<file path="src/core/pld_map.vh">
`ifndef PLD_MAP_VH
`define PLD_MAP_VH

// ****************************************************************
// Field widths
// ****************************************************************
`define PLD_REF_MOD_W        12
`define PLD_FB_MOD_W         15
`define PLD_STAGE_CODE_W     2
`define PLD_STAGE_MOD_W      3
`define PLD_RATIO_SEL_W      3
`define PLD_PUMP_W           2
`define PLD_LINE_CNT_W       16

// ****************************************************************
// Reset values of the configuration storage
// ****************************************************************
`define PLD_RST_REF_MOD      12'h001
`define PLD_RST_FB_MOD       15'h0001
`define PLD_RST_STAGE_CODE   2'h0
`define PLD_RST_RATIO_SEL    3'h0
`define PLD_RST_PUMP         2'h0

// ****************************************************************
// Stage code to stage modulus
// ****************************************************************
`define PLD_STAGE_CODE0_MOD  3'h1
`define PLD_STAGE_CODE1_MOD  3'h2
`define PLD_STAGE_CODE2_MOD  3'h3
`define PLD_STAGE_CODE3_MOD  3'h4

// ****************************************************************
// Special codes
// ****************************************************************
`define PLD_RATIO_OSC_OFF    3'h7
`define PLD_PUMP_32UA        2'h3
`define PLD_PD_DIV_DIV       2'h0
`define PLD_PD_EXT_DIV       2'h1
`define PLD_PD_PIN_DIV       2'h2
`define PLD_PD_PIN_PIN       2'h3

`endif

</file>
<file path="src/core/pld_mod_counter.v">
`include "pld_map.vh"

// ****************************************************************
// Modulus counter: one output pulse per full count of input ticks.
// A modulus field of zero stands for two to the power of W.
// ****************************************************************
module pld_mod_counter #(
    parameter W = 12
) (
    input  wire         sys_clk,   // System clock
    input  wire         rst,       // Synchronous reset, active high
    input  wire [W-1:0] modulus,   // Programmed modulus, zero means 2**W
    input  wire         tickIn,    // Input event, one cycle
    output reg          pulseOut   // One pulse per full count, registered
);

    reg  [W-1:0] count_q;
    wire [W-1:0] lastCount;
    wire         atLast;

    assign lastCount = modulus - {{(W-1){1'b0}}, 1'b1};
    // A count already past a lowered modulus also reloads.
    assign atLast    = (count_q >= lastCount);

    always @(posedge sys_clk) begin
        if (rst) begin
            count_q  <= {W{1'b0}};
            pulseOut <= 1'b0;
        end else begin
            pulseOut <= tickIn & atLast;
            if (tickIn) begin
                if (atLast) begin
                    count_q <= {W{1'b0}};
                end else begin
                    count_q <= count_q + {{(W-1){1'b0}}, 1'b1};
                end
            end
        end
    end

endmodule

</file>
<file path="src/core/pld_divider_path.v">
`include "pld_map.vh"

module pld_divider_path #(
    parameter REF_W  = `PLD_REF_MOD_W,
    parameter FB_W   = `PLD_FB_MOD_W,
    parameter LINE_W = `PLD_LINE_CNT_W
) (
    input  wire                          sys_clk,                    // System clock, 20 MHz
    input  wire                          rst,                        // Synchronous reset, active high
    input  wire                          cfgLoad,                    // Host write strobe for all settings
    input  wire                          refdivSourceSelect,         // 0 crystal, 1 reference pin
    input  wire                          detectorPrimarySelect,      // Detector reference select
    input  wire                          detectorSecondarySelect,    // Detector feedback select
    input  wire [REF_W-1:0]              inputDivideModulus,         // Input divider modulus, 0 is 4096
    input  wire                          loopDividerSourceSelect,    // 1 oscillator, 0 post divider
    input  wire [FB_W-1:0]               loopDivideModulus,          // Loop divider modulus, 0 is 32768
    input  wire [`PLD_STAGE_CODE_W-1:0]  outputStageOneModulus,      // Post stage one code
    input  wire [`PLD_STAGE_CODE_W-1:0]  outputStageTwoModulus,      // Post stage two code
    input  wire [`PLD_STAGE_CODE_W-1:0]  outputStageThreeModulus,    // Post stage three code
    input  wire                          filterPathSelect,           // 0 internal, 1 external filter
    input  wire                          crystalFineTuneEnable,      // 1 enables fine tune
    input  wire                          crystalDetectorDisable,     // 1 disables crystal detector
    input  wire                          oscillatorRangeSelect,      // 0 high, 1 low speed range
    input  wire [`PLD_RATIO_SEL_W-1:0]   crystalRatioTableSelect,    // 7 turns crystal off
    input  wire [`PLD_PUMP_W-1:0]        pumpCurrentRange,           // Charge pump range code
    input  wire                          oscillatorKindBit,          // Oscillator kind flag
    input  wire                          crystalTick,                // Crystal oscillator edge event
    input  wire                          refPinTick,                 // Reference pin edge event
    input  wire                          externalLoopInputPin,       // External feedback edge event
    input  wire                          vcoTick,                    // Main oscillator edge event
    output reg                           detectorRefTick,            // Detector reference input
    output reg                           detectorFbTick,             // Detector feedback input
    output wire                          outClkTick,                 // Post divider output pulse
    output reg                           externalFilterOn,           // External filter path chosen
    output reg                           fineTuneOn,                 // Crystal fine tune active
    output reg                           crystalDetectorOn,          // Crystal loop detector active
    output reg                           lowSpeedRange,              // Low speed oscillator range
    output reg                           crystalOscOff,              // Crystal oscillator stopped
    output reg  [`PLD_PUMP_W-1:0]        pumpRangeOut,               // Applied pump range code
    output reg                           pump32uA,                   // 32 uA pump range selected
    output reg                           oscillatorKindOut,          // Applied oscillator kind
    output reg  [LINE_W-1:0]             clocksPerLine,              // Output clocks in last line
    output reg                           lineCountMatch              // Last line count equals modulus
);

    // ****************************************************************
    // Configuration storage
    // ****************************************************************
    reg                          refSrc_q;
    reg                          pdPrimary_q;
    reg                          pdSecondary_q;
    reg  [REF_W-1:0]             refMod_q;
    reg                          fbSrc_q;
    reg  [FB_W-1:0]              fbMod_q;
    reg  [3*`PLD_STAGE_CODE_W-1:0] stageCodes_q;
    reg                          filter_q;
    reg                          tune_q;
    reg                          xdetDis_q;
    reg                          range_q;
    reg  [`PLD_RATIO_SEL_W-1:0]  ratio_q;
    reg  [`PLD_PUMP_W-1:0]       pump_q;
    reg                          kind_q;

    always @(posedge sys_clk) begin
        if (rst) begin
            refSrc_q      <= 1'b0;
            pdPrimary_q   <= 1'b0;
            pdSecondary_q <= 1'b0;
            refMod_q      <= `PLD_RST_REF_MOD;
            fbSrc_q       <= 1'b0;
            fbMod_q       <= `PLD_RST_FB_MOD;
            stageCodes_q  <= {3{`PLD_RST_STAGE_CODE}};
            filter_q      <= 1'b0;
            tune_q        <= 1'b0;
            xdetDis_q     <= 1'b0;
            range_q       <= 1'b0;
            ratio_q       <= `PLD_RST_RATIO_SEL;
            pump_q        <= `PLD_RST_PUMP;
            kind_q        <= 1'b0;
        end else if (cfgLoad) begin
            refSrc_q      <= refdivSourceSelect;
            pdPrimary_q   <= detectorPrimarySelect;
            pdSecondary_q <= detectorSecondarySelect;
            refMod_q      <= inputDivideModulus;
            fbSrc_q       <= loopDividerSourceSelect;
            fbMod_q       <= loopDivideModulus;
            stageCodes_q  <= {outputStageThreeModulus, outputStageTwoModulus, outputStageOneModulus};
            filter_q      <= filterPathSelect;
            tune_q        <= crystalFineTuneEnable;
            xdetDis_q     <= crystalDetectorDisable;
            range_q       <= oscillatorRangeSelect;
            ratio_q       <= crystalRatioTableSelect;
            pump_q        <= pumpCurrentRange;
            kind_q        <= oscillatorKindBit;
        end
    end

    // ****************************************************************
    // Mode outputs
    // ****************************************************************
    always @(posedge sys_clk) begin
        if (rst) begin
            externalFilterOn  <= 1'b0;
            fineTuneOn        <= 1'b0;
            crystalDetectorOn <= 1'b0;
            lowSpeedRange     <= 1'b0;
            crystalOscOff     <= 1'b0;
            pumpRangeOut      <= `PLD_RST_PUMP;
            pump32uA          <= 1'b0;
            oscillatorKindOut <= 1'b0;
        end else begin
            externalFilterOn  <= filter_q;
            fineTuneOn        <= tune_q;
            crystalDetectorOn <= ~xdetDis_q;
            lowSpeedRange     <= range_q;
            crystalOscOff     <= (ratio_q == `PLD_RATIO_OSC_OFF);
            pumpRangeOut      <= pump_q;
            pump32uA          <= (pump_q == `PLD_PUMP_32UA);
            oscillatorKindOut <= kind_q;
        end
    end

    // ****************************************************************
    // Input divider with source select
    // ****************************************************************
    wire crystalLive;
    wire refSrcTick;
    wire refDivPulse;

    // A stopped crystal delivers no edges.
    assign crystalLive = crystalTick & (ratio_q != `PLD_RATIO_OSC_OFF);
    assign refSrcTick  = refSrc_q ? refPinTick : crystalLive;

    pld_mod_counter #(
        .W(REF_W)
    ) uRefDiv (
        .sys_clk  (sys_clk),
        .rst      (rst),
        .modulus  (refMod_q),
        .tickIn   (refSrcTick),
        .pulseOut (refDivPulse)
    );

    // ****************************************************************
    // Post divider, three cascaded stages
    // ****************************************************************
    function [`PLD_STAGE_MOD_W-1:0] stageMod;
        input [`PLD_STAGE_CODE_W-1:0] code;
        begin
            case (code)
                2'h0:    stageMod = `PLD_STAGE_CODE0_MOD;
                2'h1:    stageMod = `PLD_STAGE_CODE1_MOD;
                2'h2:    stageMod = `PLD_STAGE_CODE2_MOD;
                default: stageMod = `PLD_STAGE_CODE3_MOD;
            endcase
        end
    endfunction

    wire [3:0] stageChain;

    assign stageChain[0] = vcoTick;

    genvar i;
    generate
        for (i = 0; i < 3; i = i + 1) begin : gStage
            pld_mod_counter #(
                .W(`PLD_STAGE_MOD_W)
            ) uStage (
                .sys_clk  (sys_clk),
                .rst      (rst),
                .modulus  (stageMod(stageCodes_q[2*i+1:2*i])),
                .tickIn   (stageChain[i]),
                .pulseOut (stageChain[i+1])
            );
        end
    endgenerate

    assign outClkTick = stageChain[3];

    // ****************************************************************
    // Loop divider with source select
    // ****************************************************************
    wire fbSrcTick;
    wire fbDivPulse;

    assign fbSrcTick = fbSrc_q ? vcoTick : outClkTick;

    pld_mod_counter #(
        .W(FB_W)
    ) uFbDiv (
        .sys_clk  (sys_clk),
        .rst      (rst),
        .modulus  (fbMod_q),
        .tickIn   (fbSrcTick),
        .pulseOut (fbDivPulse)
    );

    // ****************************************************************
    // Phase detector input selection
    // ****************************************************************
    wire [1:0] pdSel;

    assign pdSel = {pdPrimary_q, pdSecondary_q};

    always @(posedge sys_clk) begin
        if (rst) begin
            detectorRefTick <= 1'b0;
            detectorFbTick  <= 1'b0;
        end else begin
            case (pdSel)
                `PLD_PD_DIV_DIV: begin
                    detectorRefTick <= refDivPulse;
                    detectorFbTick  <= fbDivPulse;
                end
                `PLD_PD_PIN_DIV: begin
                    detectorRefTick <= refPinTick;
                    detectorFbTick  <= fbDivPulse;
                end
                `PLD_PD_PIN_PIN: begin
                    detectorRefTick <= refPinTick;
                    detectorFbTick  <= externalLoopInputPin;
                end
                default: begin
                    detectorRefTick <= refDivPulse;
                    detectorFbTick  <= externalLoopInputPin;
                end
            endcase
        end
    end

    // ****************************************************************
    // Line monitor: output clocks between detector reference events
    // ****************************************************************
    reg  [LINE_W-1:0] lineCnt_q;
    wire [LINE_W-1:0] lineCntInc;
    wire [LINE_W-1:0] lineCntStart;
    wire [LINE_W-1:0] fbModWide;

    assign lineCntInc   = lineCnt_q + {{(LINE_W-1){1'b0}}, 1'b1};
    assign lineCntStart = outClkTick ? {{(LINE_W-1){1'b0}}, 1'b1} : {LINE_W{1'b0}};
    assign fbModWide    = {{(LINE_W-FB_W){1'b0}}, fbMod_q};

    always @(posedge sys_clk) begin
        if (rst) begin
            lineCnt_q      <= {LINE_W{1'b0}};
            clocksPerLine  <= {LINE_W{1'b0}};
            lineCountMatch <= 1'b0;
        end else if (detectorRefTick) begin
            clocksPerLine  <= lineCnt_q;
            lineCountMatch <= (lineCnt_q == fbModWide);
            lineCnt_q      <= lineCntStart;
        end else if (outClkTick) begin
            lineCnt_q <= lineCntInc;
        end
    end

endmodule

</file>
<file path="config.mk">
export PLATFORM = sky130hd
export DESIGN_NAME = pld_divider_path
export DESIGN_NICKNAME = d
export VERILOG_FILES = /design/src/core/pld_mod_counter.v /design/src/core/pld_divider_path.v
export VERILOG_INCLUDE_DIRS = /design/src /design/src/core
export SDC_FILE = /design/constraint.sdc
export NUM_CORES = 1
export LEC_CHECK = 0
export BUFFER_PORTS_ARGS = -buffer_cell sky130_fd_sc_hd__buf_4
export CORE_UTILIZATION = 50
export CTS_BUF_LIST = sky130_fd_sc_hd__clkbuf_4 sky130_fd_sc_hd__clkbuf_8 sky130_fd_sc_hd__clkbuf_16
export DETAILED_ROUTE_END_ITERATION = 16
export PLACE_DENSITY = 0.77
export SYNTH_ARGS = -nofsm -noshare
export SYNTH_HDL_FRONTEND = slang
export SYNTH_SLANG_ARGS = --single-unit
</file>
<file path="constraint.sdc">
create_clock -name sys_clk -period 8.32 [get_ports sys_clk]
set_input_delay 1.664 -clock sys_clk [delete_from_list [all_inputs] [get_ports sys_clk]]
set_output_delay 1.664 -clock sys_clk [all_outputs]
set_load 0.005 [all_outputs]
</file>
### Yosys cells after proc, flatten, opt, wreduce, memory -nomap -nowiden

Index checks and enable logic that the tools add are counted.

* register bits: 132
* input bits: 54
* output and inout port bits: 29
* logic and storage cells: 94

* add/subtract/negate cells: 11
* magnitude comparators: 5
* equal/unequal tests: 12
* mux-type cells: 15
* bitwise operators: 7
* reduce and logical (&&, ||, !) cells: 7

Operator list (number)
* $mux W16: 2
* $pmux W3 S3: 3
* $add A16 B1 Y16 const B: 1
* $eq A16 B15 Y1: 1
* $add A15 B1 Y15 const B: 1
* $ge A15 B15 Y1: 1
* $mux W15: 1
* $sub A15 B1 Y15 const B: 1
* $add A12 B1 Y12 const B: 1
* $eq A2 B2 Y1 const B: 6
* $ge A12 B12 Y1: 1
* $mux W12: 1
* $sub A12 B1 Y12 const B: 1
* $add A3 B1 Y3 const B: 3
* $ge A3 B3 Y1: 3
* $mux W3: 3
* $sub A3 B1 Y3 const B: 3
* $logic_not A2 Y1: 4
* $and A1 B1 Y1: 6
* $eq A2 B1 Y1 const B: 3
* $mux W1: 5
* $reduce_or A2 Y1: 2
* $eq A3 B3 Y1 const B: 1
* $ne A3 B3 Y1 const B: 1
* 2 further kinds: 2

### Longest topological paths before layout

* word-level depth: 5
* depth in mapped cells: 13
* mapped depth without buffers: 12

### Hierarchy

A second synthesis with hierarchy kept.

* cell total of the unflattened synthesis: 722
* area, all modules: 6822.8 um^2

By module, submodules not included
* pld_divider_path: times used 1, cells each 365, area each 3654.8 um^2, seq. area each 1821.7 um^2
* pld_mod_counter (uFbDiv): times used 1, cells each 150, area each 1261.2 um^2, seq. area each 320.3 um^2
* pld_mod_counter (uRefDiv): times used 1, cells each 117, area each 1047.3 um^2, seq. area each 260.2 um^2
* pld_mod_counter (gStage[0].uStage ...): times used 3, cells each 30, area each 286.5 um^2, seq. area each 80.1 um^2

### Worst setup path after synthesis

OpenSTA, ideal clock, no wires.

* kind: register -> register
* from: register refMod_q[3]
* to: register uRefDiv.count_q[3]
* library setup time: 0.093 ns
* arrival time: 2.800 ns
* required time: 8.227 ns
* path slack: 5.427 ns
* cell stages (with the launch flop): 12
* buffers on the path: 0
* period minus slack after synthesis: 2.893 ns
* cell sequence: dfxtp_1 or4_4 nor4_1 nor3b_1 xnor2_1 ha_1 nand4_1 nor2_1 a211o_1 a211oi_2 nand2_1 o311ai_2

* cells in the longest elaborated chain, start to end: 3

RTL lines
* start, declared: RTL line pld_divider_path.v:52 `reg [REF_W-1:0] refMod_q;`
* start signal, assigned: RTL line pld_divider_path.v:69 `` refMod_q <= `PLD_RST_REF_MOD; ``
* start signal, assigned: RTL line pld_divider_path.v:84 `refMod_q <= inputDivideModulus;`
* $sub A12 B1 Y12: RTL line pld_mod_counter.v:21 `assign lastCount = modulus - {{(W-1){1'b0}}, 1'b1};`
* $ge A12 B12 Y1: RTL line pld_mod_counter.v:23 `assign atLast = (count_q >= lastCount);`
* $mux W12: RTL line pld_mod_counter.v:32 `if (atLast) begin`
* end signal, assigned: RTL line pld_mod_counter.v:27 `count_q <= {W{1'b0}};`
* end signal, assigned: RTL line pld_mod_counter.v:33 `count_q <= {W{1'b0}};`
* end signal, assigned: RTL line pld_mod_counter.v:35 `count_q <= count_q + {{(W-1){1'b0}}, 1'b1};`
* end, declared: RTL line pld_mod_counter.v:17 `reg [W-1:0] count_q;`

No other way between the ends.
A chain may end at the register's enable or synchronous reset.

### Worst setup path in the final report

Ends and elaborated chain as after synthesis.

==> results.env <==
WORSTHOLDPATHCELLS=1
DIE_Y_UM=114.4
NUMCTSBUFFERS=17
WORSTSKEWPAIRLATENCY_PS=420
CRIT_PATH_START_KIND='flip-flop'
SETUP_SLACK_PS=5034
FMAXACHIEVABLE_MHz=304.3
NORMALIZED_MAX_SLEW_MARGIN=0.4562
CRITICAL-PATH-SLOWEST-CELL='or4_4'
POSTCTSSETUPBUFFERS=0
POWER.SEQUENTIAL.FRACTION=0.431
POST-ROUTE-CELL-AREA_UM2=7611
HOLD-WORST-SLACK_PS=418.4
WORSTPATHCELLLIST='or4_4, nor4_1, nor2b_1, xnor2_1, ha_1, a21oi_1, nand2_1, a211o_1, a211oi_2, nand2_1, o311ai_2'
CRIT_REQUIRED_PS=8650
CTS_REPAIR_RESIZE_COUNT=0
INITIAL_CORE_UTIL=0.5193
SYNTHESIS.NETS=782
TIGHTEST_SLEW_PS=815.6
HOLD_PATH.STARTPOINT='xdetDis_q'
YOSYSWARNINGCOUNT=0
PATH_DELAY_FAMILY='simple AND/OR/NAND/NOR gates'
ANTENNA-DIODE-COUNT=0
DETAILEDROUTE.FIRSTITERATIONVIOLATIONS=170
TRITONCTS='done'
GLOBALPLACE.CONGESTION=0.8186
DIE_W_UM=114.4
FILLER_CELL_COUNT=983
WORST-R2R-CELL-COUNT=11
MOST_FREQUENT_STANDARD_CELL_IN_THE_LAYOUT_EXCLUDING_FILL_AND_TAP_CELLS='dfxtp_1'
PLACED_AREA_UM2=7012
VDD_IR_DROP_MAX_mV=0.1422
WIRE_LENGTH_OF_THE_FIRST_GLOBAL_ROUTING_PASS_UM=22510
NET_SWITCHING_POWER_mW=0.3587
CTSROOTBUFFERMASTER='clkbuf_16'
OUTCOME='finished clean'
CTS_HOLD_REPAIR.BUFFERS=0
HTREE_LEVELS=4
TIMING.RR.END='uRefDiv.count_q[3]'
HOLD_VIOL=0
NUMBER_OF_FLIP_FLOPS_AND_LATCHES_IN_THE_SYNTHESIZED_NETLIST=132
GLOBALROUTE.TOTALOVERFLOW=0
REMAINING_DRC_ERRORS=0
CORE_AREA_UM2=12160
GRT_SETUP_UNREPAIRED='no'
CRIT_SHARE_POST_ROUTE=0.3949
WORSTHOLDENDPOINT='crystalDetectorOn'
SYNTH.DISTINCT_CELLS=51
DRT_WL_TOTAL_UM=13520
GLOBALROUTETOTALUTIL=0.2186
ROUTE.DETAILED.WL_PER_INST_UM=14.42
CRIT_FANOUT=6
CAP_VIOL_MAX_COUNT=0
AREA_OF_THE_DIE_UM2=13090
CRITICAL_PATH_BUF_INV_COUNT=0
ENDPOINT_KIND='flip-flop'
NUMBER_OF_PLACEMENT_ROWS=40
WORST_EP_ARRIVAL_TIME_PS=3610
MOST_FREQUENT_CELLS_IN_THE_LAYOUT='dfxtp_1 (132), nor2_1 (117), buf_4 (84)'
CLK_PIN_SLEW_PS=50
CLOCK_POWER_FRAC=0.478
SYNTHESIZED_AREA_DIVIDED_BY_SYNTHESIZED_CELL_COUNT_UM2=9.234
R2R-START='refMod_q[3]'
PATH_COMMON_CELL='nand2_1'
ROUTE.VIAS.TOTAL=4996
DRT_FIRST_PASS_ITERS=4
FINALSETUPVIOLCOUNT=0
POWER_REPORT.INTERNAL_TOTAL_mW=1.203
CELLLEAKAGEPOWER_nW=3.213
SLEW_VIOLATIONS=0
REG2REG_SLACK_PS=5030
CLOCK_PATH_BUFFERS=2
DRIVE_GT1_FRAC=0.1636
POWER.DENSITY_CELL_AREA_nW_PER_UM2=205.2
SYNTH-SEQ-AREA-SHARE=0.4184
SWSHARE=0.2297
FIN_WORST_SKEW_PS=4.521
FLOORPLAN.IO_PINS=83
GRT_PASS1_VIAS=4907
VIAS_PER_INSTANCE=5.326
MIN-DELAY-PATH-CLASS='flip-flop to flip-flop'
INITIAL_ANTENNA_VIOLATION_COUNT=0
DP_HPWL_UM=9656
CRITICALPATHCATEGORY='flip-flop to flip-flop'
FINAL_PERIOD_MINUS_WORST_SETUP_SLACK_PS=3286
POWER_mW=1.562
AREAGROWTHSYNTHTOFINISH_PCT=20.50
MAPPEDNETLISTAREA_UM2=6316
COMB_POWER_SHARE=0.092
POSTROUTEANTENNANETS=0
DETAILEDPLACE.WORSTSLACK_PS=4949
TNS_PS=0
CLKSINKCOUNT=132
WORST_PATH_LARGEST_CELL_DELAY_PS=590
FINISH.NET_COUNT=856
GRT_MAX_DEGREE=81
IO_BUFFER_COUNT=82
SYNTHESIS.INSTANCES=684
through the flow:
step           std cells  utilization
3_3_place_gp         907       0.5765
2_1_floorplan        684            -
3_5_place_dp         907       0.5765
4_1_cts              938       0.6258
6_report             938       0.6258
5_1_grt              938       0.6258
sequential cells by signal, indices dropped and copies added, names as in the netlist, 2 cells and up:
signal and flops:
clocksPerLine 16, lineCnt_q 16, fbMod_q 15, uFbDiv.count_q 15
refMod_q 12, uRefDiv.count_q 12, gStage.uStage.count_q 9, stageCodes_q 6
gStage.uStage.pulseOut 3, ratio_q 3, pumpRangeOut 2, pump_q 2
worst max path at each step:
| stage | start | end | depth (start not counted) |
|---|---|---|---|
| 3_3_place_gp | rst | uRefDiv.count_q[11] | 5 |
| 3_5_place_dp | rst | uRefDiv.count_q[8] | 5 |
| 2_1_floorplan | refMod_q[3] | uRefDiv.count_q[3] | 11 |
| 4_1_cts | refMod_q[3] | uRefDiv.count_q[3] | 11 |
| 6_report | refMod_q[3] | uRefDiv.count_q[3] | 11 |
| 5_1_grt | refMod_q[3] | uRefDiv.count_q[3] | 11 |
final cells by class:
type                    instances  area [µm²]  area share
inverters                      19       71.32    0.009370
well taps                     168       210.2     0.02762
flip-flops and latches        132        2643      0.3472
repair buffers                 84       630.6     0.08285
clock inverters                 7       96.34     0.01266
clock buffers                  24       503.0     0.06609
multi-input cells             504        3457      0.4542
power by group through the flow:
stage	Combinational [mW]	Clock, mW	Sequential (mW)
after floorplan	0.103	0	0.678
after global placement	0.135	0	0.684
after detailed placement	0.142	0	0.685
after CTS	0.144	0.759	0.672
after global routing	0.159	0.785	0.675
final	0.143	0.746	0.673
Yosys cell counts (all sizes together):
cell type | number | area [µm²]
nor3 | 12 | 60.06
clkbuf | 19 | 81.32
and3 | 2 | 12.51
o21bai | 1 | 7.510
a21o | 3 | 22.52
a211oi | 6 | 50.05
o22ai | 2 | 12.51
nand3 | 37 | 185.2
mux2 | 1 | 11.26
a22oi | 1 | 7.510
nand2 | 29 | 108.9
nand2b | 14 | 87.58
mux2i | 65 | 650.6
xnor2 | 34 | 297.8
a2111oi | 1 | 8.760
a21oi | 23 | 115.1
nor2 | 117 | 439.2
a31oi | 1 | 6.260
and2b | 1 | 8.760
or2 | 3 | 21.27
ha | 44 | 550.5
inv | 19 | 71.32
a211o | 1 | 8.760
or4 | 2 | 18.77
nor4 | 10 | 62.56
o31ai | 1 | 7.510
nor2b | 9 | 56.30
o21ai | 12 | 60.05
buf | 10 | 63.80
xor2 | 35 | 306.5
nand4 | 16 | 106.4
or3 | 6 | 38.79
nand3b | 1 | 7.510
o211ai | 3 | 22.52
and4 | 3 | 28.78
o311ai | 1 | 16.27
nor3b | 5 | 37.54
a22o | 1 | 8.760
dfxtp | 132 | 2643
and2 | 1 | 6.260
layer usage:
| metal | global-route usage | wire (µm) | up-vias |
|---|---|---|---|
| li1 | - | - | 2499 |
| met1 | 0.2661 | 6075 | 2362 |
| met2 | 0.3665 | 6563 | 108 |
| met3 | 0.05664 | 642 | 27 |
| met4 | 0.09091 | 242 | 0 |
| met5 | 0 | 0 | - |
worst reg2reg max path, delay by kind of cell, from the launching register on:
| family | cells | cell delay [ps] |
|---|---|---|
| compound gates | 4 | 1100 |
| xor+xnor | 1 | 80 |
| fa+ha+maj | 1 | 340 |
| flops | 1 | 360 |
| simple gates | 5 | 1310 |
logic make-up (layout without fill, tap and decap cells):
| family | Yosys count | count (layout) | synth area share |
|---|---|---|---|
| multiplexers | 66 | 66 | 0.1048 |
| adder cells (fa/ha/maj) | 44 | 44 | 0.08716 |
| AND/OR/NAND/NOR | 268 | 268 | 0.2036 |
| XOR/XNOR | 69 | 69 | 0.09568 |
| AO/OA/AOI/OAI | 57 | 57 | 0.05606 |
| buffers and inverters | 48 | 134 | 0.03427 |
| flip-flops | 132 | 132 | 0.4184 |
Power figures use the tool's default switching activity.
